### src/iskp_pkg.sv
// Package for the increment-and-skip execution block.
// Assumes one core instruction clock and an 8-bit data path.
package iskp_pkg;
  localparam int DATA_W = 8;
  localparam logic [DATA_W-1:0] ACC_RESET = 8'h00;
  localparam logic [DATA_W-1:0] INC_STEP = 8'h01;
  localparam logic [DATA_W-1:0] ZERO_VAL = 8'h00;
  localparam int SKIP_CYCLES = 2;

  // Operations this block executes
  typedef enum logic [1:0] {
    ISKP_OP_NONE,
    ISKP_OP_INCR_MEM_SKIP_ZERO,
    ISKP_OP_INCR_TO_ACC_SKIP_ZERO,
    ISKP_OP_SKIP_IF_NONZERO_TEST
  } iskp_op_e;
endpackage : iskp_pkg

### src/iskp_exec.sv
// Execution stage for increment-and-skip and test-and-skip instructions.
// Assumes decode presents a one-cycle op pulse with the memory operand,
// and that fetch obeys the skip output by discarding the next word.
// Assumes data memory takes mem_we, mem_waddr and mem_wdata one cycle late,
// and that the flag logic elsewhere treats flags_we as its write strobe.
// Function
// - Memory increment-skip adds one and writes result back to same byte.
// - Zero result suppresses the next instruction; nonzero continues.
// - A taken skip inserts a dummy cycle; instruction takes two cycles.
// - Accumulator variant stores increment in accumulator, memory unchanged.
// - Accumulator variant skips when new accumulator is zero, same way.
// - Nonzero test skips next instruction when operand nonzero, two cycles.
module iskp_exec #(
  parameter int WIDTH = 8
) (
  input wire logic mclk,
  input wire logic nrst,
  input wire iskp_pkg::iskp_op_e op,
  input wire logic [WIDTH-1:0] mem_rdata,
  input wire logic [7:0] mem_addr,
  output logic mem_we,
  output logic [7:0] mem_waddr,
  output logic [WIDTH-1:0] mem_wdata,
  output logic [WIDTH-1:0] accumulator_reg,
  output logic skip_next,
  output logic dummy_cycle,
  output logic busy,
  output logic flags_we
);
  import iskp_pkg::*;

  typedef enum logic {ISKP_RUN, ISKP_DUMMY} iskp_state_e;
  iskp_state_e state_reg;
  iskp_state_e state_next;

  logic [WIDTH-1:0] inc_val;
  logic inc_zero;
  logic opnd_nz;

  iskp_alu #(.WIDTH(WIDTH)) u_alu (
    .operand(mem_rdata),
    .incremented(inc_val),
    .inc_is_zero(inc_zero),
    .opnd_nonzero(opnd_nz)
  );

  // Decode one op code; a slot that is not accepted decodes as nothing
  function automatic logic op_hit(input iskp_op_e code, input iskp_op_e want,
    input logic ok);
    return ok && (code == want);
  endfunction : op_hit

  // Ops are ignored in the dummy cycle: that slot belongs to the skipped word
  wire accept = (state_reg == ISKP_RUN);
  wire is_mem = op_hit(op, ISKP_OP_INCR_MEM_SKIP_ZERO, accept);
  wire is_acc = op_hit(op, ISKP_OP_INCR_TO_ACC_SKIP_ZERO, accept);
  wire is_tst = op_hit(op, ISKP_OP_SKIP_IF_NONZERO_TEST, accept);
  wire take_skip = ((is_mem || is_acc) && inc_zero)
                   || (is_tst && opnd_nz);

  // Dummy cycle follows any taken skip, then back to normal run
  always_comb begin
    state_next = ISKP_RUN;
    case (state_reg)
      ISKP_RUN: state_next = take_skip ? ISKP_DUMMY : ISKP_RUN;
      ISKP_DUMMY: state_next = ISKP_RUN;
      default: state_next = ISKP_RUN;
    endcase
  end

  always_ff @(posedge mclk or negedge nrst) begin
    if (!nrst) begin
      state_reg <= ISKP_RUN;
    end else begin
      state_reg <= state_next;
    end
  end

  // A taken skip is followed by exactly one dummy cycle
  a_dummy_two: assert property (
    @(posedge mclk) disable iff (!nrst)
    take_skip |=> dummy_cycle ##1 !dummy_cycle)
    else $error("skip did not take exactly two cycles");

  // Without a skip the next cycle is an ordinary one
  a_one_cycle: assert property (
    @(posedge mclk) disable iff (!nrst)
    !take_skip |=> !dummy_cycle)
    else $error("dummy cycle without a taken skip");

  // The slot in the dummy cycle writes, skips and loads nothing
  a_dummy_ignores: assert property (
    @(posedge mclk) disable iff (!nrst)
    dummy_cycle |=> !skip_next && !mem_we && $stable(accumulator_reg))
    else $error("op in the dummy slot was executed");

  // Memory write port: only the memory variant writes, to the same address
  always_ff @(posedge mclk or negedge nrst) begin
    if (!nrst) begin
      mem_we <= 1'b0;
      mem_waddr <= 8'h00;
      mem_wdata <= '0;
    end else begin
      mem_we <= is_mem;
      mem_waddr <= mem_addr;
      mem_wdata <= is_mem ? inc_val : mem_wdata;
    end
  end

  // A memory increment writes the wrapped sum one cycle later
  a_mem_write: assert property (
    @(posedge mclk) disable iff (!nrst)
    is_mem |=> mem_we && mem_wdata == $past(mem_rdata) + INC_STEP)
    else $error("memory increment not written back");

  // The write goes to the operand's own address
  a_mem_addr: assert property (
    @(posedge mclk) disable iff (!nrst)
    is_mem |=> mem_waddr == $past(mem_addr))
    else $error("write address differs from operand address");

  // Write data only moves for a memory increment
  a_wdata_hold: assert property (
    @(posedge mclk) disable iff (!nrst)
    !is_mem |=> $stable(mem_wdata))
    else $error("write data changed without a memory increment");

  // No other op, the accumulator variant included, writes memory
  a_we_only_mem: assert property (
    @(posedge mclk) disable iff (!nrst)
    !is_mem |=> !mem_we)
    else $error("memory written by a non-memory op");

  // Accumulator takes the increment only for the accumulator variant
  always_ff @(posedge mclk or negedge nrst) begin
    if (!nrst) begin
      accumulator_reg <= WIDTH'(ACC_RESET);
    end else if (is_acc) begin
      accumulator_reg <= inc_val;
    end
  end

  // Accumulator variant loads the sum and leaves memory alone
  a_acc_nomem: assert property (
    @(posedge mclk) disable iff (!nrst)
    is_acc |=> !mem_we && accumulator_reg == $past(mem_rdata) + INC_STEP)
    else $error("accumulator variant wrong");

  // Only the accumulator variant changes the accumulator
  a_acc_hold: assert property (
    @(posedge mclk) disable iff (!nrst)
    !is_acc |=> $stable(accumulator_reg))
    else $error("accumulator changed by another op");

  // The nonzero test leaves accumulator and memory as they were
  a_tst_keeps: assert property (
    @(posedge mclk) disable iff (!nrst)
    is_tst |=> $stable(accumulator_reg) && !mem_we)
    else $error("nonzero test changed a result");

  // Skip and dummy indicators for fetch; flags are never written
  always_ff @(posedge mclk or negedge nrst) begin
    if (!nrst) begin
      skip_next <= 1'b0;
      dummy_cycle <= 1'b0;
      busy <= 1'b0;
      flags_we <= 1'b0;
    end else begin
      skip_next <= take_skip;
      dummy_cycle <= (state_next == ISKP_DUMMY);
      busy <= (state_next == ISKP_DUMMY);
      flags_we <= 1'b0;
    end
  end

  // Skip only when the incremented value wraps to zero
  a_skip_zero: assert property (
    @(posedge mclk) disable iff (!nrst)
    (is_mem || is_acc) |=>
      skip_next == ($past(mem_rdata) + INC_STEP == ZERO_VAL))
    else $error("skip not tied to zero result");

  // A nonzero increment lets the program run on in one cycle
  a_nonzero_go: assert property (
    @(posedge mclk) disable iff (!nrst)
    (is_mem || is_acc) && mem_rdata + INC_STEP != ZERO_VAL |=> !dummy_cycle)
    else $error("dummy cycle after a nonzero increment");

  // Accumulator variant skips exactly when the new accumulator is zero
  a_acc_skip: assert property (
    @(posedge mclk) disable iff (!nrst)
    is_acc |=> skip_next == (accumulator_reg == ZERO_VAL))
    else $error("accumulator skip mismatch");

  // Nonzero test skips on a nonzero operand and writes nothing
  a_test_skip: assert property (
    @(posedge mclk) disable iff (!nrst)
    is_tst |=> skip_next == ($past(mem_rdata) != ZERO_VAL) && !mem_we)
    else $error("nonzero test skip mismatch");

  // A zero operand lets the nonzero test run on in one cycle
  a_test_go: assert property (
    @(posedge mclk) disable iff (!nrst)
    is_tst && mem_rdata == ZERO_VAL |=> !skip_next && !dummy_cycle)
    else $error("nonzero test skipped on a zero operand");

  // The skip indication is a single-cycle pulse
  a_skip_pulse: assert property (
    @(posedge mclk) disable iff (!nrst)
    skip_next |=> !skip_next)
    else $error("skip indication held too long");

  // Fetch sees skip and dummy cycle together
  a_skip_dummy: assert property (
    @(posedge mclk) disable iff (!nrst)
    skip_next == dummy_cycle)
    else $error("skip and dummy cycle out of step");

  // The flag write strobe never rises
  a_flags_quiet: assert property (
    @(posedge mclk) disable iff (!nrst)
    !flags_we)
    else $error("status flags written");
endmodule : iskp_exec

### src/iskp_alu.sv
// Combinational incrementer and zero test for the skip instructions.
// Assumes the operand is the data memory byte read this cycle.
module iskp_alu #(
  parameter int WIDTH = 8
) (
  input wire logic [WIDTH-1:0] operand,
  output logic [WIDTH-1:0] incremented,
  output logic inc_is_zero,
  output logic opnd_nonzero
);
  // Increment wraps modulo the width, zero tests on both values
  assign incremented = operand + WIDTH'(1);
  assign inc_is_zero = (incremented == '0);
  assign opnd_nonzero = (operand != '0);
endmodule : iskp_alu

### config.mk
export PLATFORM = sky130hd
export DESIGN_NAME = iskp_exec
export DESIGN_NICKNAME = d
export VERILOG_FILES = /design/src/iskp_pkg.sv /design/src/iskp_exec.sv /design/src/iskp_alu.sv
export SDC_FILE = /design/constraint.sdc
export NUM_CORES = 1
export LEC_CHECK = 0
export ABC_AREA = 0
export BUFFER_PORTS_ARGS = -buffer_cell sky130_fd_sc_hd__buf_2
export CAP_MARGIN = 20
export CORE_ASPECT_RATIO = 0.5
export CORE_UTILIZATION = 30
export DETAILED_ROUTE_END_ITERATION = 12
export MAX_ROUTING_LAYER = met4
export PLACE_DENSITY = 0.65
export SYNTH_ARGS = -nofsm -noshare
export SYNTH_HDL_FRONTEND = slang
export SYNTH_SLANG_ARGS = --single-unit
### constraint.sdc
create_clock -name mclk -period 1.6 [get_ports mclk]
set_clock_uncertainty 0.15 [all_clocks]
set_input_delay 0.32 -clock mclk [delete_from_list [all_inputs] [get_ports mclk]]
set_output_delay 0.32 -clock mclk [all_outputs]
set_load 0.02 [all_outputs]
======== Yosys cells after proc, flatten, opt, wreduce, memory -nomap -nowiden ========
Index checks and enable logic that the tools add are counted.
word-level totals
  flip-flop bits (word level) ............. 27
  input bits .............................. 20
  output and inout bits ................... 29
  logic and storage cells ................. 22
operators by class
  add/sub/neg operators ................... 1
  eq/ne operators ......................... 3
  muxes and demuxes ....................... 2
  bitwise logic cells ..................... 1
  reduce and logical (&&, ||, !) cells .... 9
operators with widths
  cell                   number
  $add A8 B1 Y8 const B  1
  $logic_not A8 Y1       1
  $reduce_bool A8 Y1     1
  $logic_and A1 B1 Y1    5
  $eq A2 B2 Y1 const B   2
  $eq A2 B1 Y1 const B   1
  $logic_or A1 B1 Y1     2
  $pmux W1 S2            1
  $mux W1                1
  $not A1 Y1             1

======== Depth between registers and ports, before layout ========
  word-level depth ........................ 7
  gate-level depth with buffers ........... 5
  gate-level depth less buffers ........... 5

======== Modules after synthesis ========
A second synthesis with hierarchy kept.
unflattened totals
  cells, all modules ...................... 78
  area total of the unflattened synthesis .. 1124.8 µm²
modules (own cells, without submodules)
  module     times used  cells each  area each (µm²)  seq. area each (µm²)
  iskp_exec  1           53          938.4            675.6
  iskp_alu   1           25          186.4            0.0

======== Worst setup path after synthesis ========
OpenSTA, ideal clock, no wires.
  kind .................................... reg2reg
  start point ............................. register busy (netlist name)
  end point ............................... register mem_wdata[0]
  setup time .............................. 0.125 ns
  arrival ................................. 1.202 ns
  data required time ...................... 1.325 ns
  setup slack ............................. 0.124 ns
  stages on the path, launching flop included .. 3
  path buffers ............................ 0
  clock period less this slack ............ 1.476 ns
  path through ............................ dfrtp_1 nor3b_4 mux2_2
RTL lines
  element                 RTL line          text
  end signal: assignment  iskp_exec.sv:106  mem_wdata <= is_mem ? inc_val : mem_wdata;
  end: declaration        iskp_exec.sv:23   output logic [WIDTH-1:0] mem_wdata,

==> results.md <==
* Max-Cap Viols at 0
* CP max FO at 6
* Final TNS setup at 0 ps
* Worst Setup Path Type: reg -> out
* Ys async rst share at 100%
* Worst reg2reg endpoint: mem_wdata[0]
* First-pass GRT wire length at around 3.5 mm
* I/O pin count at 49
* Post-CTS Resized at 0
* Total Routing Usage GR at between 10 and 15%
* Layout cells sized above 1 at between 30 and 40%
* Min-delay worst type: in -> reg
* Final antenna-violating net count at 0
* Total power at about 1600 uW
* Nets at ~170
* Clk_lat worst skew at roughly 260 ps
* FF+latch area at roughly 680 sq um
* GP Congestion at 0.906
* Mapped Nets at 116
* Netlist cell types at 21
* Starting Density at around a third
* Vias at about 830
* Die Height at 45.2 microns
* Cell family with most CP delay: flip-flops
* Via/cell ratio at ~4.1
* Area grow syn2layout at 36.8%
* Final Util at a little over two fifths
* Core area at ~0.0035 sq mm
* PwrDens at between 1000 and 1500 mW/mm^2
* Hold depth at 3
* Synth top cells by count: 27 x dfrtp_1, 14 x nor2_1, 13 x a21oi_1, 6 x xnor2_1
* Largest net degree at the start of global routing at 28
* FILL cells at around 340
* Peak VDD IR at between 0.0003 and 0.0004 V
* Detailed router's first-iteration violation count at 12
* # rows at 15
* GRT overflow at 0
* Max Buffers Root-to-Sink at 2
* Critical Path Sink Type: output port
* F_max at about 670 MHz
* Post-synth top flop: dfrtp_1
* Slew @ Worst Pin at approximately 580 ps
* Synth top area share at between 60% and 70%
* Area of the multi-input gates at roughly 390 sq um
* H-tree depth at 1
* Post-DP HPWL at 1.68 mm
* Leading area contributor after synthesis: dfrtp_1
* Setup crit start kind: register
* Hold Path Sink: accumulator_reg[0]
* Slew HR at about 61%
* CP Cell Sequence: buf_2
* Mean Syn Cell Area at 11.9 sq um
* Cell depth of the worst setup path at 1
* Initial antenna violation count at 0
* Cts bufs inserted at 3
* Top-count cell post-synth: dfrtp_1
* Setup violations, final at 0
* Hold Slack at between 300 and 400 ps
* Hold Violations, Final at 0
* Crit path required time at between 1000 and 1500 ps
* Final WL at ~2.3 mm
* Number of global-route vias before repair at between 700 and 800
* Reg2reg start: busy
* Cell area after synthesis at approximately 0.0011 sq mm
* Die Width at 88.4 microns
* EDFF count, synth at 0
* # clock sinks at 27
* Post-route setup slack at roughly 100 ps
* Port buffer count at 47
* Clock slew at reported path FFs at around 90 ps
* Cells taking the most area after synthesis: dfrtp_1 60%, a21oi_1 5.8%, nor2_1 4.7%
* Max-slew violation count at 0
* RSZ-0062 raised after global routing: false
* Register bit total from synthesis at 27
* Worst hold start: mem_rdata[0]
* CTS tree: built
* Fin crit period at 1500 ps
* Worst path buffer plus inverter count at 1
* Post-Place Worst Slack at 39.5 ps
* CTS Root Cell: clkbuf_8
* R2R Setup Slk at about 210 ps
* Yosys warns at 0
* LEAKAGE at between 0.0007 and 0.0008 uW
* Post-Syn Instances at 94
* CP Data Arrival Time at 1030 ps
* Slowest stage cell, crit path: dfrtp_1
* Area of the die at between 0.003 and 0.004 sq mm
* Drt wl/cell at between 10 and 15 microns
* Residual DRC at 0
* Run status: finished, final reports clean
* First-pass DRT Iterations at 3
* Worst reg2reg path depth at 2
* Ant diodes at 0
* CP max stage delay at 530 ps
* Sequential fraction of the synthesis area at 60.3%
* Final Cycle Share at between 90% and 100%
-- cell usage in the layout, fill, tap and decap left out --
cell | Yosys | final
inv_1 | 3 | 3
xnor2_1 | 6 | 6
nand3b_1 | 1 | 1
nor3b_4 | 2 | 2
nor4b_1 | 1 | 1
nand2_1 | 1 | 1
a41o_1 | 2 | 2
dlygate4sd3_1 | 0 | 9
nand3_1 | 4 | 4
nor3_1 | 3 | 3
nor2_1 | 14 | 14
dfrtp_1 | 27 | 27
ha_1 | 2 | 2
buf_2 | 1 | 47
xor2_1 | 2 | 2
a21oi_1 | 13 | 13
buf_4 | 4 | 3
mux2_2 | 4 | 4
and3_1 | 1 | 1
conb_1 | 1 | 1
clkinv_2 | 0 | 1
nand4_1 | 1 | 1
clkbuf_8 | 0 | 3
-- metal layers --
metal	share of wire, %	track usage, %
met1	43	14.3
met3	2.5	3.29
met4	0	1.94
met5	0	-
met2	54	21.4
-- how the worst max path moves through the flow --
stage | startpoint | endpoint | slack [ps]
CTS | busy | busy | 100
floorplan | busy | mem_wdata[0] | 120
detailed placement | mem_rdata[0] | skip_next | 40
global placement | mem_rdata[0] | skip_next | 60
global route | busy | dummy_cycle | 50
finish | busy | dummy_cycle | 100
-- what timing repair did --
action,CTS,global route
endpoints found under the hold margin,34,1
setup buffers,0,0
hold buffers,8,1
-- layout make-up --
class                           count  share of cell area (%)
Inverter                            3                   0.735
Multi-Input combinational cell     58                    25.2
Clock buffer                        3                    2.70
Tap cell                           51                    4.17
Sequential cell                    27                    44.1
Timing Repair Buffer               59                    22.7
Clock inverter                      1                   0.327
-- kinds of logic after synthesis --
logic type      count (synthesis)  share of synthesized area (%)
other cells                     1                          0.335
flops                          27                           60.3
fa+ha+maj                       2                           2.23
xor+xnor                        8                           6.26
buf+inv                         9                           5.14
simple gates                   28                           14.1
compound gates                 15                           7.60
mux                             4                           4.02
-- per-stage QoR --
stage	cells	cell area [sq um]
after floorplan	94	1120
after global placement	189	1400
after detailed placement	189	1400
after CTS	201	1520
after global routing	202	1530
final	202	1530
-- worst register-to-register path, stage by stage, from the launching register on --
cell	delay (ps)
dfrtp_1	500
nor3b_4	280
mux2_2	360
-- power by group --
group	leakage [uW]	internal, uW	switching [uW]
Clock	0.0000255	174	199
Combinational	0.000389	162	248
Sequential	0.000311	768	40.6
Total	0.000726	1100	488
(Power assumes the default switching activity.)
